$ cat config.mk
export PLATFORM = sky130hd
export DESIGN_NAME = uepc_top
export DESIGN_NICKNAME = d
export VERILOG_FILES = /design/src/uepc_pkg.sv /design/src/uepc_ep_mem.sv /design/src/uepc_frame_gate.sv /design/src/uepc_top.sv
export SDC_FILE = /design/constraint.sdc
export NUM_CORES = 1
export LEC_CHECK = 0
export BUFFER_PORTS_ARGS = -buffer_cell sky130_fd_sc_hd__buf_2
export CAP_MARGIN = 20
export CORE_MARGIN = 2
export CORE_UTILIZATION = 51
export CTS_CLUSTER_SIZE = 30
export DETAILED_ROUTE_END_ITERATION = 7
export HOLD_SLACK_MARGIN = 0.03
export PLACE_DENSITY = 0.85
export REMOVE_ABC_BUFFERS = 1
export SLEW_MARGIN = 10
export SYNTH_ARGS = -nofsm -noshare
export SYNTH_HDL_FRONTEND = slang
export SYNTH_HIERARCHICAL = 1
export SYNTH_SLANG_ARGS = --single-unit
$ cat constraint.sdc
create_clock -name clk_i -period 2.2 [get_ports clk_i]
set_input_delay 0.33 -clock clk_i [delete_from_list [all_inputs] [get_ports clk_i]]
set_output_delay 0.33 -clock clk_i [all_outputs]
set_load 0.01 [all_outputs]
$ cat src/uepc_pkg.sv
// Shared constants for the USB endpoint control register block.
package uepc_pkg;
	// Register byte offsets on the Wishbone bus.
	localparam logic [7:0] ADDR_FRAME_START_THRESHOLD = 8'h00;
	localparam logic [7:0] ADDR_DESCRIPTOR_TABLE_PAGE = 8'h04;
	localparam logic [7:0] ADDR_IRQ_STATUS            = 8'h08;
	localparam logic [7:0] ADDR_IRQ_MASK              = 8'h0C;
	localparam logic [7:0] ADDR_MODE_CONTROL          = 8'h10;
	localparam logic [7:0] ADDR_ENDPOINT_BASE         = 8'h40;
	localparam int         ADDR_BITS                  = 8;
	localparam int         EP_COUNT                   = 16;
	localparam int         EP_BITS                    = 4;
	// Endpoint control field positions.
	localparam int EP_LOW_SPEED_DIRECT_BIT   = 7;
	localparam int EP_NAK_RETRY_INHIBIT_BIT  = 6;
	localparam int EP_CONTROL_XFER_BLOCK_BIT = 4;
	localparam int EP_RECEIVE_ENABLE_BIT     = 3;
	localparam int EP_TRANSMIT_ENABLE_BIT    = 2;
	localparam int EP_STALL_FLAG_BIT         = 1;
	localparam int EP_HANDSHAKE_ENABLE_BIT   = 0;
	// Writable bits of the endpoint control and table page registers.
	localparam logic [7:0] EP_WRITE_MASK   = 8'hDD;
	localparam logic [7:0] PAGE_WRITE_MASK = 8'hFE;
	// Descriptor table base: page field feeds address bits 15 to 9.
	localparam int BDT_LOW_ZERO_BITS = 9;
	localparam int MODE_HOST_BIT     = 0;
	// Interrupt status bit positions.
	localparam int IRQ_STALL_BIT     = 0;
	localparam int IRQ_REFUSED_BIT   = 1;
	localparam int IRQ_FRAME_END_BIT = 2;
	localparam int IRQ_BITS          = 3;
	// Reset values.
	localparam logic [7:0] THRESHOLD_RESET = 8'h00;
	localparam logic [7:0] PAGE_RESET      = 8'h00;
	localparam logic [7:0] EP_RESET        = 8'h00;
	// Transaction kinds presented by the packet engine.
	typedef enum logic [1:0] {
		UEPC_KIND_OUT   = 2'b00,
		UEPC_KIND_IN    = 2'b01,
		UEPC_KIND_SETUP = 2'b10,
		UEPC_KIND_RSVD  = 2'b11
	} uepc_kind_e;
	// Bus slave states.
	typedef enum logic [1:0] {
		UEPC_BUS_IDLE = 2'b00,
		UEPC_BUS_READ = 2'b01,
		UEPC_BUS_ACK  = 2'b10
	} uepc_bus_e;
endpackage

$ cat src/uepc_ep_mem.sv
// Sixteen-entry endpoint control memory with two registered read ports.
`timescale 1ns/1ps
`default_nettype none
module uepc_ep_mem (
	input  wire logic       clk_i,     // System clock.
	input  wire logic       rst_i,     // Synchronous reset, active high.
	input  wire logic       wr_en_i,   // Write strobe.
	input  wire logic [3:0] wr_addr_i, // Write endpoint number.
	input  wire logic [7:0] wr_data_i, // Write data.
	input  wire logic [3:0] ra_addr_i, // Bus read endpoint number.
	output logic      [7:0] ra_data_o, // Bus read data, registered.
	input  wire logic [3:0] rb_addr_i, // Transaction read endpoint number.
	output logic      [7:0] rb_data_o  // Transaction read data, registered.
);
	logic [7:0] mem_reg [uepc_pkg::EP_COUNT];
	logic [7:0] mem_next [uepc_pkg::EP_COUNT];
	logic [7:0] ra_reg;
	logic [7:0] rb_reg;

	always_comb begin
		for (int i = 0; i < uepc_pkg::EP_COUNT; i++) begin
			mem_next[i] = mem_reg[i];
		end
		if (wr_en_i) begin
			mem_next[wr_addr_i] = wr_data_i & uepc_pkg::EP_WRITE_MASK;
		end
	end

	always_ff @(posedge clk_i) begin
		if (rst_i) begin
			for (int i = 0; i < uepc_pkg::EP_COUNT; i++) begin
				mem_reg[i] <= uepc_pkg::EP_RESET;
			end
			ra_reg <= 8'h00;
			rb_reg <= 8'h00;
		end else begin
			for (int i = 0; i < uepc_pkg::EP_COUNT; i++) begin
				mem_reg[i] <= mem_next[i];
			end
			ra_reg <= mem_reg[ra_addr_i];
			rb_reg <= mem_reg[rb_addr_i];
		end
	end

	assign ra_data_o = ra_reg;
	assign rb_data_o = rb_reg;
endmodule
`default_nettype wire

$ cat src/uepc_frame_gate.sv
// Host-mode frame-end gate comparing remaining frame bytes to the threshold.
`timescale 1ns/1ps
`default_nettype none
module uepc_frame_gate (
	input  wire logic        clk_i,        // System clock.
	input  wire logic        rst_i,        // Synchronous reset, active high.
	input  wire logic        host_mode_i,  // Host mode selected.
	input  wire logic [7:0]  threshold_i,  // Frame threshold count in bytes.
	input  wire logic [15:0] bytes_left_i, // Bytes left before next frame start.
	output logic             permit_o      // New transaction may start.
);
	logic permit_reg;
	logic permit_next;

	always_comb begin
		permit_next = 1'b1;
		if (host_mode_i && (bytes_left_i < {8'h00, threshold_i})) begin
			permit_next = 1'b0;
		end
	end

	always_ff @(posedge clk_i) begin
		if (rst_i) begin
			permit_reg <= 1'b1;
		end else begin
			permit_reg <= permit_next;
		end
	end

	assign permit_o = permit_reg;
endmodule
`default_nettype wire

$ cat src/uepc_top.sv
// USB endpoint control registers with Wishbone slave and transaction gating.
// Summary of operation
// - Table page field bits 7..1 give descriptor table address bits 15..9.
// - Descriptor table base is 512-byte aligned; low nine address bits are zero.
// - Endpoint 0 low-speed direct bit selects direct low-speed or hub with preamble.
// - Endpoint 0 retry-inhibit bit stops automatic hardware retry of NAKed transactions.
// - With both directions enabled, control-block bit refuses SETUP; otherwise ignored.
// - Receive transactions are accepted only while the receive enable bit is set.
// - Transmit transactions are performed only while the transmit enable bit is set.
// - Each endpoint's stall bit reads one when stalled, zero when not.
// - Handshake phases happen only while the endpoint handshake enable bit is set.
// - Bits 31..8 read zero; table page bit 0 reads zero.
// - Sixteen identical endpoint registers; speed and retry options matter on endpoint 0.
`timescale 1ns/1ps
`default_nettype none
module uepc_top (
	input  wire logic        clk_i,             // System clock, 100 MHz.
	input  wire logic        rst_i,             // Synchronous reset, active high.
	input  wire logic        wb_cyc_i,          // Wishbone cycle.
	input  wire logic        wb_stb_i,          // Wishbone strobe.
	input  wire logic        wb_we_i,           // Wishbone write enable.
	input  wire logic [7:0]  wb_adr_i,          // Wishbone byte address.
	input  wire logic [3:0]  wb_sel_i,          // Wishbone byte selects.
	input  wire logic [31:0] wb_dat_i,          // Wishbone write data.
	output logic      [31:0] wb_dat_o,          // Wishbone read data.
	output logic             wb_ack_o,          // Wishbone acknowledge.
	input  wire logic        xact_req_i,        // Transaction request pulse.
	input  wire logic [3:0]  xact_ep_i,         // Endpoint number of request.
	input  wire logic [1:0]  xact_kind_i,       // Request kind: OUT, IN, SETUP.
	input  wire logic [15:0] frame_bytes_left_i, // Bytes left before next frame start.
	input  wire logic        stall_set_i,       // Endpoint stalled event pulse.
	input  wire logic [3:0]  stall_ep_i,        // Endpoint number of stall event.
	output logic             xact_done_o,       // Decision valid pulse.
	output logic             xact_accept_o,     // Transaction may proceed.
	output logic             xact_stall_o,      // Endpoint is stalled.
	output logic             xact_handshake_o,  // Handshake phase enabled.
	output logic [31:0]      bdt_base_o,        // Descriptor table base address.
	output logic             low_speed_direct_o, // Host low-speed direct connection.
	output logic             nak_retry_inhibit_o, // Host NAK retry suppressed.
	output logic             host_mode_o,       // Host mode selected.
	output logic             irq_o              // Interrupt, level, active high.
);
	// Bus slave state.
	uepc_pkg::uepc_bus_e bus_state_reg;
	uepc_pkg::uepc_bus_e bus_state_next;
	logic                ack_reg;
	logic                ack_next;
	logic [31:0]         rdat_reg;
	logic [31:0]         rdat_next;

	// Software registers.
	logic [7:0]          threshold_reg;
	logic [7:0]          threshold_next;
	logic [7:0]          page_reg;
	logic [7:0]          page_next;
	logic [uepc_pkg::IRQ_BITS-1:0] irq_stat_reg;
	logic [uepc_pkg::IRQ_BITS-1:0] irq_stat_next;
	logic [uepc_pkg::IRQ_BITS-1:0] irq_mask_reg;
	logic [uepc_pkg::IRQ_BITS-1:0] irq_mask_next;
	logic                host_reg;
	logic                host_next;
	logic [15:0]         stall_reg;
	logic [15:0]         stall_next;
	logic                irq_reg;
	logic                irq_next;

	// Transaction pipeline.
	logic                xq_valid_reg;
	logic [3:0]          xq_ep_reg;
	logic [1:0]          xq_kind_reg;
	logic                done_reg;
	logic                done_next;
	logic                accept_reg;
	logic                accept_next;
	logic                stall_out_reg;
	logic                stall_out_next;
	logic                hshk_reg;
	logic                hshk_next;

	// Host outputs.
	logic [31:0]         base_reg;
	logic                lsd_reg;
	logic                retry_reg;

	// Decode and memory wires.
	logic                bus_req;
	logic                bus_wr;
	logic                is_ep;
	logic [3:0]          ep_index;
	logic                ep_wr;
	logic [7:0]          ep_bus_data;
	logic [7:0]          ep_xact_data;
	logic                permit;
	logic                access_go;
	logic [15:0]         stall_clr;

	// True when the byte address falls in the endpoint window.
	function automatic logic ep_hit(input logic [7:0] adr);
		ep_hit = (adr[7:6] == uepc_pkg::ADDR_ENDPOINT_BASE[7:6]) && (adr[1:0] == 2'b00);
	endfunction

	assign bus_req   = wb_cyc_i && wb_stb_i;
	assign access_go = (bus_state_reg == uepc_pkg::UEPC_BUS_READ);
	assign bus_wr    = access_go && wb_we_i && wb_sel_i[0];
	assign is_ep     = ep_hit(wb_adr_i);
	assign ep_index  = wb_adr_i[5:2];
	assign ep_wr     = bus_wr && is_ep;

	uepc_ep_mem u_mem (
		.clk_i     (clk_i),
		.rst_i     (rst_i),
		.wr_en_i   (ep_wr),
		.wr_addr_i (ep_index),
		.wr_data_i (wb_dat_i[7:0]),
		.ra_addr_i (ep_index),
		.ra_data_o (ep_bus_data),
		.rb_addr_i (xact_ep_i),
		.rb_data_o (ep_xact_data)
	);

	uepc_frame_gate u_gate (
		.clk_i        (clk_i),
		.rst_i        (rst_i),
		.host_mode_i  (host_reg),
		.threshold_i  (threshold_reg),
		.bytes_left_i (frame_bytes_left_i),
		.permit_o     (permit)
	);

	// Bus slave: request seen, one cycle for the memory read, then ack for one cycle.
	always_comb begin
		bus_state_next = bus_state_reg;
		ack_next       = 1'b0;
		rdat_next      = rdat_reg;
		unique case (bus_state_reg)
			uepc_pkg::UEPC_BUS_IDLE: begin
				if (bus_req) begin
					bus_state_next = uepc_pkg::UEPC_BUS_READ;
				end
			end
			uepc_pkg::UEPC_BUS_READ: begin
				bus_state_next = uepc_pkg::UEPC_BUS_ACK;
				ack_next       = 1'b1;
				rdat_next      = 32'h0000_0000;
				if (is_ep) begin
					rdat_next[7:0] = ep_bus_data;
					rdat_next[uepc_pkg::EP_STALL_FLAG_BIT] = stall_reg[ep_index];
				end else begin
					case (wb_adr_i)
						uepc_pkg::ADDR_FRAME_START_THRESHOLD: rdat_next[7:0] = threshold_reg;
						uepc_pkg::ADDR_DESCRIPTOR_TABLE_PAGE: begin
							rdat_next[7:0] = page_reg & uepc_pkg::PAGE_WRITE_MASK;
						end
						uepc_pkg::ADDR_IRQ_STATUS: rdat_next[uepc_pkg::IRQ_BITS-1:0] = irq_stat_reg;
						uepc_pkg::ADDR_IRQ_MASK:   rdat_next[uepc_pkg::IRQ_BITS-1:0] = irq_mask_reg;
						uepc_pkg::ADDR_MODE_CONTROL: rdat_next[uepc_pkg::MODE_HOST_BIT] = host_reg;
						default: rdat_next = 32'h0000_0000;
					endcase
				end
			end
			uepc_pkg::UEPC_BUS_ACK: begin
				bus_state_next = uepc_pkg::UEPC_BUS_IDLE;
			end
			default: begin
				bus_state_next = uepc_pkg::UEPC_BUS_IDLE;
			end
		endcase
	end

	always_ff @(posedge clk_i) begin
		if (rst_i) begin
			bus_state_reg <= uepc_pkg::UEPC_BUS_IDLE;
			ack_reg       <= 1'b0;
			rdat_reg      <= 32'h0000_0000;
		end else begin
			bus_state_reg <= bus_state_next;
			ack_reg       <= ack_next;
			rdat_reg      <= rdat_next;
		end
	end

	// Software-written registers and the hardware stall flags.
	always_comb begin
		threshold_next = threshold_reg;
		page_next      = page_reg;
		irq_mask_next  = irq_mask_reg;
		host_next      = host_reg;
		stall_clr      = 16'h0000;
		if (bus_wr) begin
			if (is_ep && !wb_dat_i[uepc_pkg::EP_STALL_FLAG_BIT]) begin
				stall_clr[ep_index] = 1'b1;
			end
			case (wb_adr_i)
				uepc_pkg::ADDR_FRAME_START_THRESHOLD: threshold_next = wb_dat_i[7:0];
				uepc_pkg::ADDR_DESCRIPTOR_TABLE_PAGE: begin
					page_next = wb_dat_i[7:0] & uepc_pkg::PAGE_WRITE_MASK;
				end
				uepc_pkg::ADDR_IRQ_MASK: irq_mask_next = wb_dat_i[uepc_pkg::IRQ_BITS-1:0];
				uepc_pkg::ADDR_MODE_CONTROL: host_next = wb_dat_i[uepc_pkg::MODE_HOST_BIT];
				default: ;
			endcase
		end
		stall_next = stall_reg & ~stall_clr;
		if (stall_set_i) begin
			stall_next[stall_ep_i] = 1'b1;
		end
	end

	always_ff @(posedge clk_i) begin
		if (rst_i) begin
			threshold_reg <= uepc_pkg::THRESHOLD_RESET;
			page_reg      <= uepc_pkg::PAGE_RESET;
			irq_mask_reg  <= '0;
			host_reg      <= 1'b0;
			stall_reg     <= 16'h0000;
		end else begin
			threshold_reg <= threshold_next;
			page_reg      <= page_next;
			irq_mask_reg  <= irq_mask_next;
			host_reg      <= host_next;
			stall_reg     <= stall_next;
		end
	end

	// Transaction decision: endpoint data arrives one cycle after the request.
	always_comb begin
		done_next      = xq_valid_reg;
		accept_next    = 1'b0;
		stall_out_next = 1'b0;
		hshk_next      = 1'b0;
		if (xq_valid_reg) begin
			hshk_next      = ep_xact_data[uepc_pkg::EP_HANDSHAKE_ENABLE_BIT];
			stall_out_next = stall_reg[xq_ep_reg];
			unique case (xq_kind_reg)
				uepc_pkg::UEPC_KIND_OUT: begin
					accept_next = ep_xact_data[uepc_pkg::EP_RECEIVE_ENABLE_BIT];
				end
				uepc_pkg::UEPC_KIND_IN: begin
					accept_next = ep_xact_data[uepc_pkg::EP_TRANSMIT_ENABLE_BIT];
				end
				uepc_pkg::UEPC_KIND_SETUP: begin
					accept_next = ep_xact_data[uepc_pkg::EP_RECEIVE_ENABLE_BIT];
					if (ep_xact_data[uepc_pkg::EP_RECEIVE_ENABLE_BIT]
						&& ep_xact_data[uepc_pkg::EP_TRANSMIT_ENABLE_BIT]
						&& ep_xact_data[uepc_pkg::EP_CONTROL_XFER_BLOCK_BIT]) begin
						accept_next = 1'b0;
					end
				end
				default: accept_next = 1'b0;
			endcase
			if (!permit || stall_reg[xq_ep_reg]) begin
				accept_next = 1'b0;
			end
		end
	end

	always_ff @(posedge clk_i) begin
		if (rst_i) begin
			xq_valid_reg  <= 1'b0;
			xq_ep_reg     <= 4'h0;
			xq_kind_reg   <= 2'b00;
			done_reg      <= 1'b0;
			accept_reg    <= 1'b0;
			stall_out_reg <= 1'b0;
			hshk_reg      <= 1'b0;
		end else begin
			xq_valid_reg  <= xact_req_i;
			xq_ep_reg     <= xact_ep_i;
			xq_kind_reg   <= xact_kind_i;
			done_reg      <= done_next;
			accept_reg    <= accept_next;
			stall_out_reg <= stall_out_next;
			hshk_reg      <= hshk_next;
		end
	end

	// Interrupt status: hardware set wins over a write-one clear in the same cycle.
	always_comb begin
		irq_stat_next = irq_stat_reg;
		if (bus_wr && (wb_adr_i == uepc_pkg::ADDR_IRQ_STATUS)) begin
			irq_stat_next = irq_stat_reg & ~wb_dat_i[uepc_pkg::IRQ_BITS-1:0];
		end
		if (stall_set_i) begin
			irq_stat_next[uepc_pkg::IRQ_STALL_BIT] = 1'b1;
		end
		if (xq_valid_reg && !accept_next) begin
			irq_stat_next[uepc_pkg::IRQ_REFUSED_BIT] = 1'b1;
		end
		if (xq_valid_reg && !permit) begin
			irq_stat_next[uepc_pkg::IRQ_FRAME_END_BIT] = 1'b1;
		end
		irq_next = |(irq_stat_next & irq_mask_next);
	end

	always_ff @(posedge clk_i) begin
		if (rst_i) begin
			irq_stat_reg <= '0;
			irq_reg      <= 1'b0;
		end else begin
			irq_stat_reg <= irq_stat_next;
			irq_reg      <= irq_next;
		end
	end

	// Host-side options; speed and retry come from endpoint 0 only.
	always_ff @(posedge clk_i) begin
		if (rst_i) begin
			base_reg  <= 32'h0000_0000;
			lsd_reg   <= 1'b0;
			retry_reg <= 1'b0;
		end else begin
			base_reg  <= {16'h0000, page_reg[7:1], {uepc_pkg::BDT_LOW_ZERO_BITS{1'b0}}};
			if (ep_wr && (ep_index == 4'h0)) begin
				lsd_reg   <= wb_dat_i[uepc_pkg::EP_LOW_SPEED_DIRECT_BIT] && host_reg;
				retry_reg <= wb_dat_i[uepc_pkg::EP_NAK_RETRY_INHIBIT_BIT] && host_reg;
			end else if (!host_reg) begin
				lsd_reg   <= 1'b0;
				retry_reg <= 1'b0;
			end
		end
	end

	assign wb_dat_o            = rdat_reg;
	assign wb_ack_o            = ack_reg;
	assign xact_done_o         = done_reg;
	assign xact_accept_o       = accept_reg;
	assign xact_stall_o        = stall_out_reg;
	assign xact_handshake_o    = hshk_reg;
	assign bdt_base_o          = base_reg;
	assign low_speed_direct_o  = lsd_reg;
	assign nak_retry_inhibit_o = retry_reg;
	assign host_mode_o         = host_reg;
	assign irq_o               = irq_reg;
endmodule
`default_nettype wire

# Word level (Yosys, flattened, before mapping)
# Memory sizes are Yosys's and may differ from the RTL's. A register that Yosys moved wholly into a read port is not among the register bits.
# Index checks and enable logic that the tools add are counted.
# word_totals
word_cells,152
mem_count,1
inputBits,77
out_inout_bits,73
reg_bits,96
ramBits,128
latch_bits,0
romBits,0
# op_classes
eq_ne,10
n_shift,0
n_reduce_logical,32
div,0
magnitude_cmp,8
addsub,0
mul,0
bitwise_logic,24
muxes,55
# memory_table
name,words,width,read_ports,rd_clocked_by_memory_dff,write_ports,line,rtl
u_mem.mem_reg,16,8,18,2,16,uepc_ep_mem.sv:15,logic [7:0] mem_reg [uepc_pkg::EP_COUNT];
# ops
operator,count
$mux 8,18
$bwmux 128,1
$mux 128,1
$mux 16,3
$demux 8 s4,1
$logic_and 1x1->1,18
$mux 1,18
$and 16x16->16,1
$eq 8x4->1 const B,2
$lt 16x8->1,1
$not 16->16,1
$or 1x1->1,16
$or 16x16->16,1
$lt 4x5->1 const B,3
$pmux 5 s2,1
$mux 3,3
$bmux 1 s4,2
$demux 1 s4,2
$eq 8x3->1 const B,1
$eq 8x5->1 const B,1
$ge 4x1->1 const B,2
$logic_not 8->1,1
$pmux 2 s4,1
$and 3x3->3,2
20 further kinds,28

# Longest topological paths before layout
# Gate-level depths: netlist (run 1).
# logic_depth
ltp_word,11
ltp_mapped,8
mapped_depth_nobuf,6

# Modules after synthesis
# Netlist (run 1), hierarchy kept.
# modules_own_cells
module,instances,seq_area_each_um2,area_per_inst_um2,cells_each
uepc_ep_mem,1,2162.1,5403.9,485
uepc_top,1,1401.3,3360.7,377
uepc_frame_gate,1,20.0,227.7,29

# Worst setup path before layout (run 1)
# Ideal clock, no wire load.
# synth_timing
kind,in2reg
from,input wb_adr_i[7]
to,memory u_mem.mem_reg[10][7]
arrival_ps,2217
n_path_buf,2
path_stages,8
path_slack_ps,-145
setup_time_ps,128
required_ps,2072
cell_sequence,or4b_2 > nor2_1 > buf_2 > nand2b_1 > or3_1 > buf_2 > mux2i_1 > nor2_1
# synth_rtl
element,line,rtl
"start, declared",uepc_top.sv:22,"input wire logic [7:0] wb_adr_i,"
"end, declared",uepc_ep_mem.sv:15,

==> results of run 1 <==
[routing by layer]
metal	global-route usage, %	vias to the layer above	routed length, um
li1	-	3191	-
met1	32.9	3352	8950
met2	39.4	367	10300
met3	5.86	62	1970
met4	9.88	0	709
met5	0	-	0
[worst min path at each step]
stage,startpoint,end,cells past startpoint
CTS,xact_req_i,done_next,2
global placement,bus_state_reg[1],bus_state_reg[0],1
detailed placement,bus_state_reg[1],bus_state_reg[0],1
finish,xact_kind_i[1],xq_kind_reg[1],2
global route,xact_kind_i[1],xq_kind_reg[1],2
floorplan,rst_i,u_mem/rb_data_o[0],1
[critical path: cells and delay by family]
kind	cells	cell delay, ps
and+or+nand+nor	5	1600
muxes	1	200
buffers and inverters	2	240
[per-stage QoR]
stage	hold slack [ps]	instances	worst slack (ps)	TNS [ps]
final	108	1200	122	0
after global routing	104	1200	23.4	0
after CTS	102	1200	86.0	0
after detailed placement	445	1168	-313	-18360
after global placement	443	1168	-290	-16250
after floorplan	394	812	-273	-11150
[cells in the final DEF (no fill, tap or decap), types with 4 or more instances in the layout]
| cell | count |
|---|---|
| o22ai_1 | 5 |
| or2_2 | 4 |
| buf_12 | 5 |
| nor2_1 | 105 |
| a221oi_1 | 7 |
| o21ai_0 | 33 |
| conb_1 | 50 |
| nand2b_1 | 9 |
| buf_4 | 59 |
| a22oi_1 | 5 |
| nor3_2 | 8 |
| dfxtp_1 | 177 |
| and2_1 | 4 |
| bufinv_16 | 5 |
| inv_1 | 11 |
| and3_1 | 4 |
| clkbuf_16 | 17 |
| a21oi_1 | 52 |
| a211oi_1 | 7 |
| nand3_1 | 34 |
| mux2_2 | 5 |
| mux4_2 | 44 |
| mux2i_1 | 104 |
| buf_2 | 72 |
| nor2b_1 | 27 |
| nand2_1 | 59 |
| ha_1 | 7 |
[area by class of cell]
class / instances / area share [%]
multi-input cells: 624 / 46.1
flip-flops and latches: 177 / 35.2
well taps: 220 / 2.74
repair buffers: 136 / 8.98
clock inverters: 15 / 2.29
inverters: 11 / 0.410
clock buffers: 17 / 4.23
[power breakdown]
part | internal, mW | switching (mW)
clock | 2.03 | 1.31
combinational | 0.177 | 0.336
sequential | 3.23 | 0.0204
total | 5.44 | 1.67
[what timing repair did]
| item | 4_1_cts | 5_1_grt |
|---|---|---|
| gates resized for setup | 0 | 1 |
| setup endpoints to repair | 0 | 1 |
| hold buffers | 0 | 0 |
| hold endpoints to repair | 0 | 0 |
| setup buffers | 0 | 0 |
==> results.md, run 1 <==
* Critical-path top delay cell: or4b_2
* Crit path kind: input pin to flop
* GRT Total Usage at 24.8%
* Worst setup startpoint: wb_adr_i[7]
* Clock buffer depth at 2
* Synth warn at 6
* Crit-path most repeated cell: nor2_1
* Routed via count at 6,972
* DR DRC count at 0
* Final period util at 94.5%
* CTS Root Buffer Type: clkbuf_16
* Boundary pin count at 150
* Routed Antenna Nets at 0
* Height of the die at 134 um
* Critical path destination: u_mem/mem_reg[10][6]
* Clk_skew at 7.55 ps
* Cell Rows at 47
* Max reg flops at 96
* Slew headroom at 66.6%
* Clock-pin slew on the worst setup and hold paths at 70 ps
* I/O Buffers at 73
* Num CTS Buffers at 17
* Post-DP HPWL at 15,100 um
* Total global routing overflow at 0
* Area of the multi-input gates at 4640 sq um
* # fillers at 1,332
* # nets final at 1,051
* CTS H-Tree Depth at 4
* FF-to-FF path depth at 6
* Worst vdd ir at 0.577 mV
* Drt first pass iters at 5
* Area delta synth->final at 15.8%
* Tot Pwr at 7.10 mW
* Final Hold Viols at 0
* Gp weighted congestion at 0.861
* Syn Inst Count at 870
* Antenna Cells at 0
* Die Width at 134 um
* TritonCTS clock tree: built
* Core area at 16,600 sq um
* Critical R2R Launch: bus_state_reg[1]
* Arr. time, crit path at 2390 ps
* CP max stage delay at 710 ps
* Max-cap violations at 0
* Worst skew pair latency at 430 ps
* Data required time of the worst path at 2510 ps
* Slew @ Worst Pin at 500 ps
* Pwr/cell area at 706 nW/um^2
* Reg2Reg Setup Slack at 280 ps
* Crit path max fanout at 6
* Drt wl/cell at 18.2 um
* Finished Core Util at 60.4%
* First-pass GRT wire length at 34,700 um
* Register Area at 3540 sq um
* WL final at 21,900 um
* Minimum clock period after layout at 2080 ps
* Die area at 18,100 sq um
* Leak at 4.18 nW
* Syn avg cell area at 9.98 sq um
* Final Max Slew Viols at 0
* Initial drt markers at 722
* Cell Area, Placed at 9400 sq um
* Status: finished clean
* Number of global-route vias before repair at 6,620
* Post-synthesis cell area at 8680 sq um
* Finished Cell Area at 10,100 sq um
* Initial antenna violation count at 1
* Largest net degree at the start of global routing at 82
* Layout cell share with drive strength beyond 1 at 24.6%
* Unrepaired setup endpoints after global routing: false
* Final setup vio count at 0
* Critical path, cell by cell: buf_2 -> or4b_2 -> nor2_1 -> buf_4 -> nand2b_1 -> or3_1 -> mux2i_1 -> nor2_1
* Worst Setup Start Kind: input pin
* Reg2reg end: irq_o
* Hold Path Class: input pin to flop
* Starting Density at 52.2%
* Fmax achieved at 481 MHz
* Critical path capture point type: flop
* Clock tree sinks at 177
* Vias per inst at 5.81
No activity file was read; power rests on OpenSTA's default activity.
==> run 2: changes to the inputs <==
--- a/config.mk
+++ b/config.mk
@@ -5,14 +5,15 @@
 export SDC_FILE = /design/constraint.sdc
 export NUM_CORES = 1
 export LEC_CHECK = 0
+export ABC_AREA = 1
 export BUFFER_PORTS_ARGS = -buffer_cell sky130_fd_sc_hd__buf_2
 export CAP_MARGIN = 20
 export CORE_MARGIN = 2
-export CORE_UTILIZATION = 51
+export CORE_UTILIZATION = 52
 export CTS_CLUSTER_SIZE = 30
 export DETAILED_ROUTE_END_ITERATION = 7
 export HOLD_SLACK_MARGIN = 0.03
-export PLACE_DENSITY = 0.85
+export PLACE_DENSITY = 0.86
 export REMOVE_ABC_BUFFERS = 1
 export SLEW_MARGIN = 10
 export SYNTH_ARGS = -nofsm -noshare
==> results.md, run 2 <==
* Finished Core Util at 57.7%
* Critical path capture point type: flop
* Largest net degree at the start of global routing at 87
* Slew headroom at 56.9%
* Pint at 4.94 mW
* I/O Buffers at 73
* Worst Hold Path Cells at 3
* Layout cell share with drive strength beyond 1 at 15.4%
* Minimum clock period after layout at 1960 ps
* Critical-path top delay cell: dfxtp_1
* Leak at 4.64 nW
* Post-synthesis cell area at 9540 sq um
* GRT Total Usage at 25.2%
* Height of the die at 139 um
* Hold-fix buffers, CTS at 0
* Cell Rows at 49
* Clk_skew at 8.30 ps
* Comb power frac at 10.1%
* Hold EP: done_next
* Worst Setup Start Kind: flop
* Arr. time, crit path at 2260 ps
* Pwr/cell area at 663 nW/um^2
* Starting Density at 53.1%
* Num CTS Buffers at 17
* Clock-pin slew on the worst setup and hold paths at 70 ps
* CTS H-Tree Depth at 4
* Clock network fraction of total power at 42.4%
* Seq pwr share at 47.5%
* Hold Path Class: input pin to flop
* DR DRC count at 0
* Clock tree sinks at 177
* Synth warn at 6
* Reg2Reg Setup Slack at 240 ps
* WL final at 25,100 um
* Drt wl/cell at 15.2 um
* # fillers at 1,648
* Post-CTS setup buffers at 0
* Reg2reg end: u_mem/mem_reg[9][2]
* CP max stage delay at 310 ps
* # nets final at 1,492
* Crit-path leading delay family: simple AND/OR/NAND/NOR gates
* Commonest cells after routing, fill and taps aside: nand2_1 (271), inv_1 (192), dfxtp_1 (177)
* Worst vdd ir at 0.552 mV
* Critical path, cell by cell: inv_1 -> nand2_4 -> nor2_4 -> inv_2 -> nor2_1 -> buf_4 -> nand3_1 -> nor2_1 -> inv_1 -> nor2_1 -> a211oi_2
* Unrepaired setup endpoints after global routing: false
* WHS at 94.8 ps
* Tot Pwr at 6.88 mW
* Initial drt markers at 1,079
* Die area at 19,400 sq um
* Sw frac at 28.2%
* Status: finished clean
* Resized Gates After CTS at 0
* Drt first pass iters at 6
* Fmax achieved at 510 MHz
* Post-DP HPWL at 17,200 um
* TritonCTS clock tree: built
* Crit-path most repeated cell: nor2_1
* Dpl ws at 215 ps
* FF-to-FF path depth at 11
* First-pass GRT wire length at 39,800 um
* Syn avg cell area at 6.93 sq um
* Gp weighted congestion at 0.985
* Die Width at 139 um
* Most common cell after layout, fill and taps aside: nand2_1
* Max reg flops at 96
* Worst skew pair latency at 440 ps
* Critical R2R Launch: bus_state_reg[1]
* Routed Antenna Nets at 0
* Antenna Cells at 0
* Final Max Slew Viols at 0
* Final setup vio count at 0
* Number of global-route vias before repair at 7,961
* Data required time of the worst path at 2500 ps
* Area delta synth->final at 8.73%
* Total global routing overflow at 0
* Crit path kind: flop to flop
* Crit path buf inv count at 4
* Initial antenna violation count at 0
* Final Hold Viols at 0
* CTS Root Buffer Type: clkbuf_16
* Syn Inst Count at 1,377
* Boundary pin count at 150
* Slew @ Worst Pin at 646 ps
* Setup TNS at 0 ps
* Routed via count at 8,997
* P_sw at 1.94 mW
* Max-cap violations at 0
* Worst hold start: xact_req_i
* Vias per inst at 5.45
* Worst setup startpoint: bus_state_reg[1]
* Setup ws final at 240 ps
* Final period util at 89.1%
* Crit path max fanout at 12
* Core area at 18,000 sq um
* Clock buffer depth at 2
==> run 2: cell types whose count changed in the layout (fill, tap and decap cells not counted), moves of 35 or more <==
| cell | change |
|---|---|
| nand2_1 | +212 |
| a211oi_1 | +35 |
| inv_1 | +181 |
| a211oi_2 | +54 |
| mux4_2 | -44 |
| nor2_1 | +55 |
| nand3_1 | +140 |
| mux2i_1 | -104 |
==> run 2: how the worst max path moves through the flow <==
stage | to | cells past startpoint
finish | u_mem/mem_reg[9][2] | 11
global route | u_mem/mem_reg[9][3] | 11
CTS | u_mem/mem_reg[9][2] | 11
detailed placement | u_mem/mem_reg[9][2] | 10
global placement | u_mem/mem_reg[9][0] | 10
floorplan | u_mem/mem_reg[10][0] | 6
==> run 2: power groups by stage <==
stage,clock network (mW),logic (mW),registers [mW]
final,2.92,0.696,3.26
after global routing,3.09,0.760,3.27
after floorplan,0,0.336,3.33
after detailed placement,0,0.675,3.34
after global placement,0,0.664,3.34
after CTS,2.95,0.680,3.26
==> run 2: layer usage <==
metal / share of wire [%] / global-route usage [%] / vias to the layer above
met5: 0 / 0 / -
met4: 2.6 / 9.62 / 0
met3: 8.9 / 4.03 / 54
met2: 47 / 41.3 / 439
met1: 42 / 33.6 / 4131
li1: - / - / 4373
==> run 2: area by class of cell <==
type	count	area, sq um	area share [%]
sequential	177	3540	34.2
clock buffer	17	425	4.10
timing repair buffer	99	579	5.58
tap	229	287	2.76
multi-input combinational	906	4620	44.6
inverter	207	778	7.50
clock inverter	15	136	1.31
==> run 2: through the flow <==
stage	cell area, sq um	instances
2_1_floorplan	8950	1290
3_3_place_gp	9810	1618
3_5_place_dp	9810	1618
4_1_cts	10400	1650
5_1_grt	10400	1650
6_report	10400	1650
==> run 2: worst register-to-register path, stage by stage, from the launching register on <==
cell and delay [ps]:
dfxtp_1 310, inv_1 80, nand2_4 80, nor2_4 180, inv_2 110, nor2_1 110
buf_4 200, nand3_1 140, nor2_1 130, inv_1 240, nor2_1 190, a211oi_2 50
